===== src/miml_pkg.sv =====
// Constants shared by the monitor interrupt and mask block.
// Assumes a single 100 MHz clock and a host port giving byte-wide access.
package miml_pkg;

	// ----------------------------------------------------------------
	// Register offsets
	// ----------------------------------------------------------------
	localparam logic [7:0] ADDR_CONFIG     = 8'h40;
	localparam logic [7:0] ADDR_STATUS_ONE = 8'h41;
	localparam logic [7:0] ADDR_STATUS_TWO = 8'h42;
	localparam logic [7:0] ADDR_MGMT_ONE   = 8'h43;
	localparam logic [7:0] ADDR_MGMT_TWO   = 8'h44;
	localparam logic [7:0] ADDR_HOST_ONE   = 8'h45;
	localparam logic [7:0] ADDR_HOST_TWO   = 8'h46;
	localparam logic [7:0] ADDR_VID_DIV    = 8'h47;

	// ----------------------------------------------------------------
	// Reset values
	// ----------------------------------------------------------------
	localparam logic [7:0] CONFIG_RST   = 8'h08;
	localparam logic [7:0] STATUS_RST   = 8'h00;
	localparam logic [7:0] MASK_RST     = 8'h00;
	localparam logic [7:0] HOST_TWO_RST = 8'h40;
	localparam logic [3:0] DIV_HI_RST   = 4'h5;
	localparam logic [7:0] READ_ZERO    = 8'h00;

	// ----------------------------------------------------------------
	// Field positions
	// ----------------------------------------------------------------
	localparam int CFG_MGMT_EN   = 1;
	localparam int CFG_HOST_EN   = 2;
	localparam int CFG_INT_CLEAR = 3;
	localparam int CFG_RESET     = 4;
	localparam int CFG_NMI_SEL   = 5;
	localparam int CFG_BYPASS    = 6;
	localparam int CFG_INIT      = 7;
	localparam int ST2_CHASSIS   = 4;
	localparam int ST2_FIFO      = 5;
	localparam int ST2_CHAIN     = 6;
	localparam int MGMT2_PERMIT  = 7;
	localparam int HOST2_CLEAR   = 7;
	localparam int SOURCES       = 15;

	// Prescaler select codes and divide factors
	localparam logic [1:0] DIV_SEL_1  = 2'h0;
	localparam logic [1:0] DIV_SEL_2  = 2'h1;
	localparam logic [1:0] DIV_SEL_4  = 2'h2;
	localparam logic [3:0] DIV_BY_1   = 4'h1;
	localparam logic [3:0] DIV_BY_2   = 4'h2;
	localparam logic [3:0] DIV_BY_4   = 4'h4;
	localparam logic [3:0] DIV_BY_8   = 4'h8;

	// ----------------------------------------------------------------
	// Timing
	// ----------------------------------------------------------------
	localparam int unsigned CLOCK_KHZ    = 100000;
	localparam int unsigned PULSE_MS     = 20;
	localparam int unsigned PULSE_CYCLES = PULSE_MS * CLOCK_KHZ;
	localparam int unsigned POST_DEPTH   = 32;

	typedef enum logic [0:0] {
		MIML_IDLE  = 1'b0,
		MIML_PULSE = 1'b1
	} miml_pulse_state_t;

endpackage : miml_pkg


===== src/miml_pulse_timer.sv =====
// Timed pulse generator: start launches a high active_out pulse of CYCLES clocks.
// Assumes start is a same-clock strobe; starts while busy are ignored.
module miml_pulse_timer #(
	parameter int unsigned CYCLES = miml_pkg::PULSE_CYCLES
) (
	input  wire logic clock_in,
	input  wire logic rst_in,
	input  wire logic start_in,
	output logic      active_out,
	output logic      done_out
);
	localparam int W = $clog2(CYCLES + 1);
	localparam logic [W-1:0] LAST = W'(CYCLES - 1);

	miml_pkg::miml_pulse_state_t state;
	logic [W-1:0]                count;

	always_ff @(posedge clock_in) begin
		if (rst_in) begin
			state      <= miml_pkg::MIML_IDLE;
			count      <= '0;
			active_out <= 1'b0;
			done_out   <= 1'b0;
		end else begin
			done_out <= 1'b0;
			case (state)
				miml_pkg::MIML_IDLE: begin
					count <= '0;
					if (start_in) begin
						state      <= miml_pkg::MIML_PULSE;
						active_out <= 1'b1;
					end
				end
				miml_pkg::MIML_PULSE: begin
					if (count == LAST) begin
						state      <= miml_pkg::MIML_IDLE;
						active_out <= 1'b0;
						done_out   <= 1'b1;
					end else begin
						count <= count + 1'b1;
					end
				end
				default: begin
					state      <= miml_pkg::MIML_IDLE;
					active_out <= 1'b0;
				end
			endcase
		end
	end
endmodule : miml_pulse_timer


===== src/miml_top.sv =====
// Interrupt status, mask, pulse control and divisor registers of the
// hardware monitor. Assumes limit and tach alarm strobes come from logic on
// clock_in; pins pass a two-stage synchroniser first.
// Summary of operation
// - Status two bits 0-2 set on channel 4, 5, 6 limit alarms.
// - Status two bit 3 sets when tachometer 3 passes its count limit.
// - Status two bit 4 sets while the intrusion input is high, except during the clear pulse.
// - Status two bit 5 sets on the 32nd POST buffer write.
// - Status two bit 6 sets on chained input falling; bit 7 reads zero.
// - A one in management masks blocks that status bit from its output.
// - A one in host masks blocks that status bit from the host output.
// - Masks reset to zero except host mask two bit 6, which is one.
// - Management mask two bit 7 permits the configuration reset pulse.
// - Host mask two bit 7 drives a 20 ms low intrusion pulse, self clears.
// - Divisor register low nibble shows voltage ID pins; high nibble resets to 0101.
// - Bits 5:4 pick tachometer 1 divide by 1, 2, 4 or 8.
// - Bits 7:6 pick tachometer 2 divide by 1, 2, 4 or 8.
// - Status one maps channels 0-3, temperature, overtemp, tach 1, tach 2.
// - Permitted configuration reset bit gives 20 ms low reset, then clears.
// - Config bits 1 and 2 enable outputs; bit 5 selects NMI or IRQ.
module miml_top #(
	parameter int unsigned PULSE_CYCLES = miml_pkg::PULSE_CYCLES,
	parameter int unsigned POST_DEPTH   = miml_pkg::POST_DEPTH
) (
	input  wire logic       clock_in,
	input  wire logic       rst_in,
	input  wire logic [7:0] reg_addr_in,
	input  wire logic [7:0] reg_wdata_in,
	input  wire logic       reg_wr_in,
	input  wire logic       reg_rd_in,
	output logic      [7:0] reg_rdata_out,
	input  wire logic [4:0] pos_alarm_in,
	input  wire logic [1:0] neg_alarm_in,
	input  wire logic       temp_alarm_in,
	input  wire logic [2:0] tach_alarm_in,
	input  wire logic       post_wr_in,
	input  wire logic       board_overtemp_input_n_in,
	input  wire logic       chained_mgmt_irq_pin_n_in,
	input  wire logic [3:0] voltage_id_inputs_in,
	input  wire logic       intrusion_in,
	output logic            intrusion_out,
	output logic            intrusion_oe_out,
	output logic            mgmt_irq_output_n_out,
	output logic            host_irq_n_out,
	output logic            host_irq_is_nmi_out,
	output logic            reset_n_out,
	output logic            bypass_n_out,
	output logic      [1:0] tach1_prescale_select_out,
	output logic      [1:0] tach2_prescale_select_out,
	output logic      [3:0] tach1_divisor_out,
	output logic      [3:0] tach2_divisor_out
);
	localparam int PW = $clog2(POST_DEPTH);
	localparam logic [PW-1:0] POST_LAST = PW'(POST_DEPTH - 1);

	logic [7:0]    config_reg, status_one, status_two, set_one, set_two;
	logic [7:0]    mgmt_one, mgmt_two, host_one, host_two;
	logic [3:0]    div_hi, vid_s1, vid_s2;
	logic [PW-1:0] post_ptr;
	logic [1:0]    bti_sync, chain_sync, intr_sync;
	logic          init_req, soft_rst, chain_prev;
	logic          wr_cfg, wr_host_two, rd_st_one, rd_st_two;
	logic          chassis_start, chassis_active, chassis_done;
	logic          reset_start, reset_active, reset_done;
	logic [14:0]   pend_vec, mgmt_vec, host_vec;
	logic          next_mgmt_irq, next_host_irq;

	assign soft_rst    = rst_in | init_req;
	assign wr_cfg      = reg_wr_in && reg_addr_in == miml_pkg::ADDR_CONFIG;
	assign wr_host_two = reg_wr_in && reg_addr_in == miml_pkg::ADDR_HOST_TWO;
	assign rd_st_one   = reg_rd_in && reg_addr_in == miml_pkg::ADDR_STATUS_ONE;
	assign rd_st_two   = reg_rd_in && reg_addr_in == miml_pkg::ADDR_STATUS_TWO;

	// ----------------------------------------------------------------
	// Pin synchronisers
	// ----------------------------------------------------------------
	always_ff @(posedge clock_in) begin
		if (rst_in) begin
			bti_sync   <= 2'h3;
			chain_sync <= 2'h3;
			intr_sync  <= 2'h0;
			vid_s1     <= 4'h0;
			vid_s2     <= 4'h0;
			chain_prev <= 1'b1;
		end else begin
			bti_sync   <= {bti_sync[0], board_overtemp_input_n_in};
			chain_sync <= {chain_sync[0], chained_mgmt_irq_pin_n_in};
			intr_sync  <= {intr_sync[0], intrusion_in};
			vid_s1     <= voltage_id_inputs_in;
			vid_s2     <= vid_s1;
			chain_prev <= chain_sync[1];
		end
	end

	// ----------------------------------------------------------------
	// Status sources
	// ----------------------------------------------------------------
	always_comb begin
		set_one = {tach_alarm_in[1:0], ~bti_sync[1], temp_alarm_in,
			pos_alarm_in[3:0]};
		set_two = 8'h00;
		set_two[2:0] = {neg_alarm_in, pos_alarm_in[4]};
		set_two[3] = tach_alarm_in[2];
		// Our own clear pulse pulls the pin low, so the level is ignored then
		set_two[miml_pkg::ST2_CHASSIS] = intr_sync[1] & ~chassis_active;
		set_two[miml_pkg::ST2_FIFO] = post_wr_in && post_ptr == POST_LAST;
		set_two[miml_pkg::ST2_CHAIN] = chain_prev & ~chain_sync[1];
	end

	// Reading a status register clears it; a set in the same cycle wins
	always_ff @(posedge clock_in) begin
		if (soft_rst) begin
			status_one <= miml_pkg::STATUS_RST;
			status_two <= miml_pkg::STATUS_RST;
		end else begin
			status_one <= (rd_st_one ? 8'h00 : status_one) | set_one;
			status_two <= (rd_st_two ? 8'h00 : status_two) | set_two;
		end
	end

	// POST write pointer stops at the last location
	always_ff @(posedge clock_in) begin
		if (soft_rst) begin
			post_ptr <= '0;
		end else if (post_wr_in && post_ptr != POST_LAST) begin
			post_ptr <= post_ptr + 1'b1;
		end
	end

	// ----------------------------------------------------------------
	// Configuration and mask registers
	// ----------------------------------------------------------------
	always_ff @(posedge clock_in) begin
		if (soft_rst) begin
			init_req <= 1'b0;
		end else begin
			init_req <= wr_cfg & reg_wdata_in[miml_pkg::CFG_INIT];
		end
	end

	always_ff @(posedge clock_in) begin
		if (soft_rst) begin
			config_reg <= miml_pkg::CONFIG_RST;
		end else if (wr_cfg) begin
			config_reg <= reg_wdata_in;
			config_reg[miml_pkg::CFG_INIT] <= 1'b0;
			if (reset_active) begin
				config_reg[miml_pkg::CFG_RESET] <= 1'b1;
			end
		end else if (reset_done) begin
			config_reg[miml_pkg::CFG_RESET] <= 1'b0;
		end
	end

	always_ff @(posedge clock_in) begin
		if (soft_rst) begin
			mgmt_one <= miml_pkg::MASK_RST;
			mgmt_two <= miml_pkg::MASK_RST;
			host_one <= miml_pkg::MASK_RST;
			div_hi   <= miml_pkg::DIV_HI_RST;
		end else if (reg_wr_in) begin
			case (reg_addr_in)
				miml_pkg::ADDR_MGMT_ONE: mgmt_one <= reg_wdata_in;
				miml_pkg::ADDR_MGMT_TWO: mgmt_two <= reg_wdata_in;
				miml_pkg::ADDR_HOST_ONE: host_one <= reg_wdata_in;
				miml_pkg::ADDR_VID_DIV:  div_hi   <= reg_wdata_in[7:4];
				default: begin
				end
			endcase
		end
	end

	// Clear bit stays set for the pulse, then drops by itself
	always_ff @(posedge clock_in) begin
		if (soft_rst) begin
			host_two <= miml_pkg::HOST_TWO_RST;
		end else if (wr_host_two) begin
			host_two <= reg_wdata_in;
			if (chassis_active) begin
				host_two[miml_pkg::HOST2_CLEAR] <= 1'b1;
			end
		end else if (chassis_done) begin
			host_two[miml_pkg::HOST2_CLEAR] <= 1'b0;
		end
	end

	// ----------------------------------------------------------------
	// Pulse timers
	// ----------------------------------------------------------------
	assign chassis_start = host_two[miml_pkg::HOST2_CLEAR] & ~chassis_active
		& ~chassis_done;
	assign reset_start = config_reg[miml_pkg::CFG_RESET]
		& mgmt_two[miml_pkg::MGMT2_PERMIT] & ~reset_active
		& ~reset_done;

	miml_pulse_timer #(.CYCLES(PULSE_CYCLES)) u_chassis (
		.clock_in(clock_in), .rst_in(rst_in), .start_in(chassis_start),
		.active_out(chassis_active), .done_out(chassis_done));

	miml_pulse_timer #(.CYCLES(PULSE_CYCLES)) u_reset (
		.clock_in(clock_in), .rst_in(rst_in), .start_in(reset_start),
		.active_out(reset_active), .done_out(reset_done));

	// ----------------------------------------------------------------
	// Interrupt outputs
	// ----------------------------------------------------------------
	always_comb begin
		pend_vec = {status_two[6:0], status_one};
		mgmt_vec = pend_vec & ~{mgmt_two[6:0], mgmt_one};
		host_vec = pend_vec & ~{host_two[6:0], host_one};
		next_mgmt_irq = config_reg[miml_pkg::CFG_MGMT_EN]
			& ~config_reg[miml_pkg::CFG_INT_CLEAR] & (|mgmt_vec);
		next_host_irq = config_reg[miml_pkg::CFG_HOST_EN]
			& ~config_reg[miml_pkg::CFG_INT_CLEAR] & (|host_vec);
	end

	always_ff @(posedge clock_in) begin
		if (rst_in) begin
			mgmt_irq_output_n_out <= 1'b1;
			host_irq_n_out        <= 1'b1;
			host_irq_is_nmi_out   <= 1'b0;
			intrusion_out         <= 1'b0;
			intrusion_oe_out      <= 1'b0;
			reset_n_out           <= 1'b1;
			bypass_n_out          <= 1'b1;
		end else begin
			mgmt_irq_output_n_out <= ~next_mgmt_irq;
			host_irq_n_out        <= ~next_host_irq;
			host_irq_is_nmi_out   <= config_reg[miml_pkg::CFG_NMI_SEL];
			intrusion_out         <= 1'b0;
			intrusion_oe_out      <= chassis_active;
			reset_n_out           <= ~reset_active;
			bypass_n_out          <= ~config_reg[miml_pkg::CFG_BYPASS];
		end
	end

	// ----------------------------------------------------------------
	// Tach prescalers
	// ----------------------------------------------------------------
	function automatic logic [3:0] miml_div(input logic [1:0] sel);
		case (sel)
			miml_pkg::DIV_SEL_1: miml_div = miml_pkg::DIV_BY_1;
			miml_pkg::DIV_SEL_2: miml_div = miml_pkg::DIV_BY_2;
			miml_pkg::DIV_SEL_4: miml_div = miml_pkg::DIV_BY_4;
			default:             miml_div = miml_pkg::DIV_BY_8;
		endcase
	endfunction : miml_div

	always_ff @(posedge clock_in) begin
		if (rst_in) begin
			tach1_prescale_select_out <= miml_pkg::DIV_SEL_1;
			tach2_prescale_select_out <= miml_pkg::DIV_SEL_1;
			tach1_divisor_out         <= miml_pkg::DIV_BY_1;
			tach2_divisor_out         <= miml_pkg::DIV_BY_1;
		end else begin
			tach1_prescale_select_out <= div_hi[1:0];
			tach2_prescale_select_out <= div_hi[3:2];
			tach1_divisor_out         <= miml_div(div_hi[1:0]);
			tach2_divisor_out         <= miml_div(div_hi[3:2]);
		end
	end

	// ----------------------------------------------------------------
	// Read data
	// ----------------------------------------------------------------
	always_ff @(posedge clock_in) begin
		if (rst_in) begin
			reg_rdata_out <= miml_pkg::READ_ZERO;
		end else if (reg_rd_in) begin
			case (reg_addr_in)
				miml_pkg::ADDR_CONFIG:     reg_rdata_out <= config_reg;
				miml_pkg::ADDR_STATUS_ONE: reg_rdata_out <= status_one;
				miml_pkg::ADDR_STATUS_TWO:
					reg_rdata_out <= {1'b0, status_two[6:0]};
				miml_pkg::ADDR_MGMT_ONE:   reg_rdata_out <= mgmt_one;
				miml_pkg::ADDR_MGMT_TWO:   reg_rdata_out <= mgmt_two;
				miml_pkg::ADDR_HOST_ONE:   reg_rdata_out <= host_one;
				miml_pkg::ADDR_HOST_TWO:   reg_rdata_out <= host_two;
				miml_pkg::ADDR_VID_DIV:
					reg_rdata_out <= {div_hi, vid_s2};
				default:                   reg_rdata_out <= miml_pkg::READ_ZERO;
			endcase
		end
	end
endmodule : miml_top


===== config.mk =====
export PLATFORM = sky130hd
export DESIGN_NAME = miml_top
export DESIGN_NICKNAME = d
export VERILOG_FILES = /design/src/miml_pkg.sv /design/src/miml_pulse_timer.sv /design/src/miml_top.sv
export SDC_FILE = /design/constraint.sdc
export NUM_CORES = 1
export LEC_CHECK = 0
export BUFFER_PORTS_ARGS = -buffer_cell sky130_fd_sc_hd__buf_4
export CELL_PAD_IN_SITES_DETAIL_PLACEMENT = 1
export CELL_PAD_IN_SITES_GLOBAL_PLACEMENT = 2
export CORE_MARGIN = 1.5
export CORE_UTILIZATION = 41
export CTS_BUF_LIST = sky130_fd_sc_hd__clkbuf_8
export DETAILED_ROUTE_END_ITERATION = 8
export PLACE_DENSITY_LB_ADDON = 0.12
export SKIP_LAST_GASP = 1
export SYNTH_ARGS = -nofsm -noshare
export SYNTH_HDL_FRONTEND = slang
export SYNTH_SLANG_ARGS = --single-unit

===== constraint.sdc =====
create_clock -name clock_in -period 3.3 [get_ports clock_in]
set_input_delay 0.33 -clock clock_in [delete_from_list [all_inputs] [get_ports clock_in]]
set_output_delay 0.33 -clock clock_in [all_outputs]
set_load 0.01 [all_outputs]

Yosys cells after proc, flatten, opt, wreduce, memory -nomap -nowiden
Cells that the tools add are included.
{"block": "totals", "register_bits": 154, "input_bits": 39, "output_inout_bits": 27, "word_cells": 142}
{"block": "op_classes", "addsub": 3, "n_eq_ne": 22, "muxes": 29, "bitwise_logic": 31, "n_reduce_logical": 20}
{"op": "case mux 21 bit (2 select lines)", "count": 2}
{"op": "equality test 8 x 7 -> 1 bit (second input constant)", "count": 8}
{"op": "case mux 8 bit (8 select lines)", "count": 1}
{"op": "adder 21 x 1 -> 21 bit (second input constant)", "count": 2}
{"op": "equality test 21 bit (second input constant)", "count": 2}
{"op": "two-way mux 21 bit", "count": 2}
{"op": "bitwise AND 15 bit", "count": 2}
{"op": "NOT 15 bit", "count": 2}
{"op": "OR reduction 15 bit", "count": 2}
{"op": "case mux 4 bit (3 select lines)", "count": 2}
{"op": "two-way mux 1 bit", "count": 16}
{"op": "two-way mux 8 bit", "count": 2}
{"op": "bitwise AND 1 bit", "count": 12}
{"op": "inequality test 2 bit (second input constant)", "count": 6}
{"op": "NOT 1 bit", "count": 12}
{"op": "AND reduction 2 bit", "count": 6}
{"op": "OR 8 x 7 -> 8 bit", "count": 1}
{"op": "OR 8 bit", "count": 1}
{"op": "case mux 1 bit (2 select lines)", "count": 4}
{"op": "logical AND 1 bit", "count": 6}
{"op": "adder 5 x 1 -> 5 bit (second input constant)", "count": 1}
{"op": "equality test 5 bit (second input constant)", "count": 1}
{"op": "inequality test 5 bit (second input constant)", "count": 1}
{"op": "equality test 2 x 1 -> 1 bit (second input constant)", "count": 2}
{"op": "5 further kinds", "count": 9}

Longest topological paths before layout
Gate-level depths: netlist of run 1.
{"block": "logic_depth", "depth_word": 5, "mapped_depth": 8, "mapped_depth_nobuf": 7}

Modules after synthesis
From an unflattened synthesis of run 1, not the netlist that was laid out.
{"block": "unflattened", "hier_cells": 704, "hier_area_um2": 6630.1}
{"mod": "miml_top", "n_inst": 1, "cells_each": 440, "area_each_um2": 4272.8, "seq_area_each_um2": 2102.0}
{"mod": "miml_pulse_timer", "n_inst": 2, "cells_each": 132, "area_each_um2": 1178.6, "seq_area_each_um2": 480.5}

Worst setup path before layout of run 1
No wires, ideal clock.
{"block": "synth_timing", "kind": "input -> register", "from": "input port reg_addr_in[5]", "to": "register mgmt_two[0]", "arrival_time_ps": 2014, "required_ps": 3172, "slack_ps": 1159, "stages": 7, "path_buffers": 2, "path_cell_list": "or4b_4 > or3_1 > buf_6 > or3_1 > buf_6 > mux2i_1 > nor2_1"}
{"block": "synth_between", "elab_chain_cells": 2}
{"element": "from (decl)", "line": "miml_top.sv:27", "rtl": "input wire logic [7:0] reg_addr_in,"}
{"element": "equality test 8 x 7 -> 1 bit", "line": "miml_top.sv:162", "rtl": "case (reg_addr_in)"}
{"element": "AND reduction 2 bit (no line)"}
{"element": "to (signal assigned)", "line": "miml_top.sv:158", "rtl": "mgmt_two <= miml_pkg::MASK_RST;"}
{"element": "to (signal assigned)", "line": "miml_top.sv:164", "rtl": "miml_pkg::ADDR_MGMT_TWO: mgmt_two <= reg_wdata_in;"}
{"element": "to (decl)", "line": "miml_top.sv:57", "rtl": "logic [7:0] mgmt_one, mgmt_two, host_one, host_two;"}
No other way between the ends.
A chain may end at the register's enable or synchronous reset.

Worst setup path after layout of run 1
{"block": "layout_timing", "from": "register u_chassis.count[10]", "to": "register u_chassis.state"}
{"block": "layout_between", "elab_chain_cells": 3}
{"element": "from (decl)", "line": "miml_pulse_timer.sv:16", "rtl": "logic [W-1:0] count;"}
{"element": "from (signal assigned)", "line": "miml_pulse_timer.sv:40", "rtl": "count <= count + 1'b1;"}
{"element": "equality test 21 bit", "line": "miml_pulse_timer.sv:35", "rtl": "if (count == LAST) begin"}
{"element": "two-way mux 1 bit", "line": "miml_pulse_timer.sv:35"}
{"element": "case mux 1 bit (2 select lines)", "line": "miml_pulse_timer.sv:26", "rtl": "case (state)"}
{"element": "to (signal assigned)", "line": "miml_pulse_timer.sv:30", "rtl": "state <= miml_pkg::MIML_PULSE;"}
{"element": "to (signal assigned)", "line": "miml_pulse_timer.sv:36", "rtl": "state <= miml_pkg::MIML_IDLE;"}
{"element": "to (signal assigned)", "line": "miml_pulse_timer.sv:44", "rtl": "state <= miml_pkg::MIML_IDLE;"}
{"element": "to (decl)", "line": "miml_pulse_timer.sv:15", "rtl": "miml_pkg::miml_pulse_state_t state;"}
No other way between the ends.

==> impl_metrics.toml, run 1 <==
[synthesis]
synth_nets = 711
synthAdderAreaFrac_pct = 0.8050
postSynthCellCount = 668
synth.area.mux_share_pct = 10.51
synthTopCellsByArea = "dfxtp_1 49%, mux2i_1 7.2%, nor2_1 6.0%, nand2_1 3.1%, a21oi_1 2.9%"
yosysSeqAreaShare_pct = 49.27
synth_largest_area_cell = "dfxtp_1"
synth_compound_area_share_pct = 10.40
synthSimpleGateAreaFrac_pct = 21.63
async_flop_share_pct = 0
yosysWarnings = 0
synth-edff-count = 0
synth_top_family_by_area = "simple AND/OR/NAND/NOR gates"
yosysUniqueCellTypes = 52
ys_ff_latch = 153
synth_area_um2 = 6217
synth_top_area_share_pct = 49.27
synthXorXnorAreaFrac_pct = 3.804
synth.avg_cell_area_um2 = 9.307
synth_top_flop_cell = "dfxtp_1"

[clocking]
numCtsBuffers = 17
cts-root-buf = "clkbuf_8"
path_clk_slew_ps = 80
cts_htree_levels = 4
post_cts_buffers = 0
holdBufCountCts = 0
clockBufferDepth = 2
clk_latency_ps = 440
cts.repair.resized = 0
cts_sinks = 153
cts_tree = "yes"

[cells_and_area]
layout_common_cells = "153 x dfxtp_1, 99 x nor2_1, 67 x buf_4"
reg_top3 = "u_chassis.count x21, u_reset.count x21"
syn_to_final_growth_pct = 16.02
num_antenna_cells = 0
fin_cells = 918
fin_area_um2 = 7213
layout_commonest_cell = "dfxtp_1"
drive_above_1_share_pct = 16.35
fillers = 1714
nNetsFinal = 765

[power_and_ir_drop]
pwr-share-comb_pct = 5.4
power_frac_seq_pct = 53.4
clock_power_share_pct = 41.2
p_sw_mw = 0.7960
p_int_mw = 2.752
power_density_nw_per_um2 = 491.8
ir_worst_vdd_uv = 251.3
p_leak_nw = 2.765
swShare_pct = 22.44

[timing]
period_share_pct = 72.69
tightest_slew_ps = 806.9
fmax_mhz = 416.9
setup_violations = 0
rsz0062_at_grt = "no"
relSlewSlack_pct = 46.20
drv_slew = 0
clock_skew_ps = 11.09
period_needed_ps = 2399
hold_viol = 0
whs_ps = 70.48
fin_tns_setup_ps = 0

[global_routing]
grt_pass1_wl_um = 26810
grtUsageTotal_pct = 21.40
grt_max_degree = 42
antenna_found_initial = 0
grt_pass1_vias = 5128
gr-total-overflow = 0

[routing]
dr.pass1.iters = 6
drtIter0Drc = 281
vias_per_cell = 5.373
num_vias = 4932
wire_per_inst_um = 17.51
drc = 6
postRouteAntennaNets = 0
wl_um = 16070

[floorplanning]
dieArea_um2 = 15910
initial_utilization_pct = 42.46
die_x_um = 126.1
num_rows = 44
io_pins = 66
die_y_um = 126.1
core-area_um2 = 14640

[critical_path]
slowest_delay_ps = 620
cp-end-kind = "register"
path_cells = "or4b_2 > nor4_1 > nand4_1 > a22oi_1 > nor2_1"
worstPathRequired_ps = 3630
critPathArrivalTime_ps = 2730
cp_top_family = "simple AND/OR/NAND/NOR gates"
cpMaxStageDelayCell = "or4b_2"
critPathKind = "register to register"
path_buf_inv = 0
startpoint_type = "register"
crit_path_max_fanout = 13

[placement]
portBuffers = 64
placed_area_um2 = 6807
placedCellCount = 887
gp_congestion = 0.8338
dp_hpwl_um = 11560

[status]
violations = "DRC"
status = "complete, but fails checks"

[min_path]
hold_class = "input port to register"

[job]
max_cap_violations = 0
path summary, 6_finish.rpt:
kind | endpoint | cells past startpoint | start | slack [ps]
worst min-delay path | bti_sync[0] | 2 | board_overtemp_input_n_in | 70
worst max-delay path | u_chassis.state | 5 | u_chassis.count[10] | 900
worst max register to register | u_chassis.state | 5 | u_chassis.count[10] | 900
worst min register to register | status_one[5] | 1 | bti_sync[1] | 400
power by group through the flow:
stage               Clock (mW)  Sequential (mW)  Combinational (mW)
floorplan                    0             1.93               0.106
global placement             0             1.94               0.190
detailed placement           0             1.94               0.194
CTS                       1.51             1.89               0.195
global route              1.59             1.90               0.213
finish                    1.46             1.89               0.193
metrics by stage:
step           setup WS [ps]  power (mW)  util, %
2_1_floorplan           1159       2.038        -
3_3_place_gp           781.4       2.125    46.48
3_5_place_dp           708.1       2.130    46.48
4_1_cts                881.0       3.595    49.26
5_1_grt                727.1       3.700    49.26
6_report               901.2       3.548    49.26
synth_stat cells (2+ instances only):
library cell	count
a211oi_1	6
a21oi_1	36
a22o_1	2
a22oi_1	3
a31oi_1	8
a32o_1	2
and2_1	4
and3_1	8
and4_1	8
buf_1	3
buf_2	4
buf_6	2
clkbuf_1	22
dfxtp_1	153
ha_1	4
inv_1	20
mux2_2	4
mux2i_1	45
mux4_2	7
nand2_1	51
nand2b_1	7
nand3_1	16
nand4_1	10
nor2_1	99
nor2b_1	28
nor3_1	6
nor3b_1	3
nor4_1	5
o211ai_1	6
o21ai_0	15
o221ai_1	2
o22ai_1	12
o31ai_1	5
or2_2	10
or3_1	7
or4_1	2
or4b_2	3
xnor2_1	9
xor2_1	18
cells by family after synthesis:
kind of cell / after synthesis
flops: 153
buf+inv: 52
simple gates: 271
other cells: 1
xor+xnor: 27
compound gates: 104
mux: 56
fa+ha+maj: 4
metal layers:
metal	track usage, %	wire [um]
met5	0	0
met4	6.626	257
met3	5.225	778
met2	35.00	7484
met1	28.04	7553
area by class of cell:
| class | instances | area [um^2] | area share (%) |
|---|---|---|---|
| clock inverter | 11 | 131.4 | 1.821 |
| inverter | 20 | 75.07 | 1.041 |
| timing repair buffer | 67 | 503.0 | 6.973 |
| multi-input combinational | 463 | 2935 | 40.69 |
| tap | 184 | 230.2 | 3.192 |
| clock buffer | 20 | 275.3 | 3.816 |
| sequential | 153 | 3063 | 42.46 |
Note: power is estimated with default switching activity, not from simulation.
==> inputs of run 2 (changes only) <==
Settings changed: CORE_UTILIZATION 41 to 38.
Clock period 3.3 ns to 2.39 ns, I/O delays scaled along.
==> run 2 against run 1 <==
Effect of this change:
- the flow now finishes without violations
- count of clock-buffer cells in the layout shrank 1
- combinational power increased by 52%
- utilization down 1.7 points
- wire length is 5.3% higher
- die area grew 7.7%
- total power increased by 43%
- first-iteration DRC count decreased by 5.0%
- final area is 5.1% higher
- setup slack worse by 570 ps
==> impl_metrics.toml, run 2 (synthesized netlist as in run 1, its figures left out) <==
[routing]
wl_met3_um = 815
topRoutingLayerUsed = "met4"
vias_per_cell = 5.160
drtIter0Drc = 267
dr.pass1.iters = 4
drt-met1-wl_um = 7972
met2_length_um = 7926
postRouteAntennaNets = 0
wl_um = 16930
drc = 0
wire_per_inst_um = 17.25
num_vias = 5062

[clocking]
clk_latency_ps = 470
cts_htree_levels = 4
cts.repair.resized = 0
post_cts_buffers = 0
numCtsBuffers = 17
path_clk_slew_ps = 90
cts_sinks = 153
cts-root-buf = "clkbuf_8"
cts_tree = "yes"
clockBufferDepth = 2

[timing]
hold_viol = 0
rsz0062_at_grt = "no"
relSlewSlack_pct = 45.03
clock_skew_ps = 8.954
period_share_pct = 86.08
fin_tns_setup_ps = 0
tightest_slew_ps = 824.5
period_needed_ps = 2057
drv_slew = 0
setup_violations = 0
fmax_mhz = 486.0

[critical_path]
slowest_delay_ps = 390
cp-end-kind = "register"
startpoint_type = "register"
critPathArrivalTime_ps = 2400
startpoint = "u_reset.count[0]"
path_cells = "ha_1 > and4_1 > nor2b_1 > nand4_1 > a22oi_1 > nor2_1"
cpMaxStageDelayCell = "dfxtp_1"
r2r_start = "u_reset.count[0]"
critPathKind = "register to register"
crit_path_max_fanout = 7
worstPathRequired_ps = 2740

[global_routing]
antenna_found_initial = 0
grt_pass1_wl_um = 27030
grt_max_degree = 60
grt_pass1_vias = 5160
gr-total-overflow = 0
grtUsageTotal_pct = 20.88

[floorplanning]
core-area_um2 = 15940
die_x_um = 130.9
io_pins = 66
dieArea_um2 = 17140
num_rows = 46
die_y_um = 130.9
initial_utilization_pct = 39.00

[cells_and_area]
layout_commonest_cell = "dfxtp_1"
syn_to_final_growth_pct = 21.94
layout_common_cells = "153 x dfxtp_1, 99 x nor2_1, 77 x buf_4"
drive_above_1_share_pct = 17.65
num_antenna_cells = 0
fin_cells = 981
nNetsFinal = 795
reg_top3 = "u_chassis.count x21, u_reset.count x21"

[power_and_ir_drop]
ir_worst_vdd_uv = 329.1
p_leak_nw = 2.905
swShare_pct = 23.04
p_int_mw = 3.912
p_sw_mw = 1.171
power_density_nw_per_um2 = 670.5
clock_power_share_pct = 42.8
power_frac_seq_pct = 51.5
finalPower_mw = 5.083
pwr-share-comb_pct = 5.8

[placement]
gp_congestion = 0.8514
portBuffers = 64
dp_hpwl_um = 11920
placedCellCount = 931

[job]
max_cap_violations = 0

[status]
status = "finished, final reports clean"

[min_path]
min_from = "post_wr_in"
hold_class = "input port to register"
## run 2: changes by cell type in the layout (fill, tap and decap cells not counted)
cell,before,now
inv_1,24,22
bufinv_16,3,4
buf_4,67,77
dlygate4sd3_1,0,18
clkinvlp_4,1,3
buf_12,0,2
clkbuf_8,20,19
clkinv_4,1,2
## run 2: path summary, 6_finish.rpt
kind,endpoint,slack [ps],cells after the start
setup / recovery,u_reset.state,330,6
hold / removal,status_two[5],50,3
setup reg to reg,u_reset.state,330,6
hold reg to reg,status_one[5],420,1
## run 2: what timing repair did
item,CTS,global route
hold buffers,18,0
endpoints found under the hold margin,18,0
endpoints found under the setup margin,0,0
## run 2: worst max-delay path: cells and delay by family, from the launching register on
family	cells	cell delay, ps
compound gates	1	320
fa+ha+maj	1	220
flops	1	390
simple gates	4	1000
## run 2: cell type report
type | instances | area, um^2
clock inverter | 13 | 177.7
sequential | 153 | 3063
inverter | 20 | 75.07
fill | 1855 | 8362
multi-input combinational | 463 | 2935
clock buffer | 19 | 261.5
tap | 216 | 270.3
timing repair buffer | 97 | 798.3
## run 2: per-layer routing
layer  vias to the layer above  track usage [%]
met5                         -                0
met4                         0            8.403
met3                        14            4.031
met2                        94            34.15
met1                      2467            27.23
li1                       2487                -
## run 2: power by group through the flow
stage	sequential, mW	clock [mW]	combinational [mW]
global route	2.62	2.32	0.319
detailed placement	2.68	0	0.271
floorplan	2.67	0	0.146
finish	2.62	2.17	0.293
global placement	2.67	0	0.266
CTS	2.62	2.22	0.295
## run 2: stage by stage
step | utilization [%] | cell area [um^2] | hold WS (ps) | worst slack, ps
6_report | 47.55 | 7581 | 45.25 | 332.6
5_1_grt | 47.55 | 7581 | 54.26 | 166.3
4_1_cts | 47.55 | 7581 | 21.04 | 321.8
3_5_place_dp | 43.67 | 6962 | 400.5 | 71.51
3_3_place_gp | 43.67 | 6962 | 393.9 | 120.8
2_1_floorplan | - | 6217 | 342.8 | 339.6
==> inputs of run 3 (changes only) <==
Settings changed: SETUP_SLACK_MARGIN from default to 0.5.
==> run 3 against run 2 <==
Effect of this change:
- sequential power is essentially flat
- wire length is essentially flat
- sequential cell count is the same
- non-clock buffer count grew 4
- global-route usage is essentially flat
- clock skew is essentially flat
- critical path type is now input port to register
- largest power group unchanged
- total power shrank 1.9%
- combinational power is essentially flat
- highest routed layer unchanged
- via count grew 0.41%
- fmax grew 11%
- setup slack gained 210 ps
- die area is the same
==> impl_metrics.toml, run 3 (synthesized netlist as in run 1, its figures left out) <==
[routing]
dr.pass1.iters = 4
postRouteAntennaNets = 0
drtIter0Drc = 242
num_vias = 5083
wl_um = 16920
drc = 0
wire_per_inst_um = 17.18
vias_per_cell = 5.160

[placement]
placed_area_um2 = 6959
dp_hpwl_um = 11810
portBuffers = 64
gp_congestion = 0.8480

[global_routing]
gr-total-overflow = 0
grt_pass1_wl_um = 27100
grt_max_degree = 60
grt_pass1_vias = 5098
grtUsageTotal_pct = 20.92
antenna_found_initial = 0

[power_and_ir_drop]
power_density_nw_per_um2 = 650.2
ir_worst_vdd_uv = 336.3
p_leak_nw = 2.934

[cells_and_area]
reg_top3 = "u_chassis.count x21, u_reset.count x21"
fillers = 1861
layout_commonest_cell = "dfxtp_1"
drive_above_1_share_pct = 21.07
num_antenna_cells = 0
nNetsFinal = 799
layout_common_cells = "143 x dfxtp_1, 99 x nor2_1, 80 x buf_4"
fin_area_um2 = 7672
syn_to_final_growth_pct = 23.41

[critical_path]
cpMaxStageDelayCell = "or3_1"
cp_top_family = "simple AND/OR/NAND/NOR gates"
critPathArrivalTime_ps = 2190
worstPathRequired_ps = 2730
cp-end-kind = "register"
cp.depth = 6
startpoint_type = "input port"
critPathKind = "input port to register"
path_buf_inv = 1
path_common_cell = "or3_1"
path_cells = "buf_4 > or4b_4 > or3_1 > or3_1 > mux2i_1 > nor2_1"
crit_path_max_fanout = 8
r2r_cells = 6
slowest_delay_ps = 600

[timing]
clock_skew_ps = 9.061
period_share_pct = 77.37
setup_violations = 0
relSlewSlack_pct = 47.30
fin_tns_setup_ps = 0
period_needed_ps = 1849
drv_slew = 0
fmax_mhz = 540.8
rsz0062_at_grt = "yes"
tightest_slew_ps = 790.4
hold_viol = 0

[clocking]
cts_tree = "yes"
cts-root-buf = "clkbuf_8"
cts_sinks = 153
cts_htree_levels = 4
numCtsBuffers = 17
clk_latency_ps = 460
path_clk_slew_ps = 80
clockBufferDepth = 2

[floorplanning]
io_pins = 66
initial_utilization_pct = 39.00
core-area_um2 = 15940
die_y_um = 130.9
die_x_um = 130.9
num_rows = 46
dieArea_um2 = 17140

[min_path]
hold_class = "input port to register"
hold-path-cell-count = 3

[job]
max_cap_violations = 0

[status]
status = "finished, final reports clean"
[run 3: path summary, 6_finish.rpt]
kind | slack [ps] | to | from
worst max-delay path | 540 | mgmt_two[7] | reg_addr_in[5]
worst min-delay path | 60 | status_two[5] | post_wr_in
worst max register to register | 550 | u_chassis.count[5] | u_chassis.count[8]
worst min register to register | 410 | status_one[5] | bti_sync[1]
[run 3: power breakdown]
part | switching (mW) | leakage, nW | internal (mW)
clock network | 1.02 | 0.211 | 1.06
registers | 0.0286 | 1.25 | 2.58
logic | 0.154 | 1.47 | 0.141
[run 3: what timing repair did]
action                                  4_1_cts  5_1_grt
hold buffers                                 17        1
endpoints found under the setup margin       17       29
resized for setup                             7       18
hold endpoints to repair                     17        1
pin swaps                                     2        3
setup buffers                                 1        3
cloned                                        1        0
[run 3: per-layer routing]
metal  up-vias  global-route usage [%]  share of wire (%)
met5         -                       0                  0
met4         0                   7.628                2.1
met3        21                   5.578                4.1
met2       106                   32.57                 46
met1      2463                   27.99                 48
li1       2493                       -                  -
[run 3: layout make-up]
cell class | count | area [um^2] | area share, %
timing repair buffer | 101 | 817.0 | 10.65
inverter | 20 | 75.07 | 0.9785
clock buffer | 18 | 247.7 | 3.229
clock inverter | 14 | 171.4 | 2.234
sequential | 153 | 3080 | 40.15
tap | 216 | 270.3 | 3.523
multi-input combinational | 463 | 3010 | 39.24
[run 3: worst reg2reg max path: stages (launching register included)]
cell and delay (ps):
dfxtp_2 350, or4b_4 550, nor4_4 230, nand4_1 180, buf_6 190, a31oi_1 180, a41o_1 110
[run 3: per-stage QoR]
step	utilization, %	std cells	power (mW)	setup WS [ps]	hold slack [ps]
5_1_grt	48.12	985	5.199	466.7	36.19
4_1_cts	47.61	981	5.052	505.0	2.288
3_5_place_dp	43.65	930	2.948	81.00	395.7
3_3_place_gp	43.65	930	2.942	145.5	390.6
6_report	48.12	985	4.989	540.9	59.25
2_1_floorplan	-	668	2.814	339.6	342.8
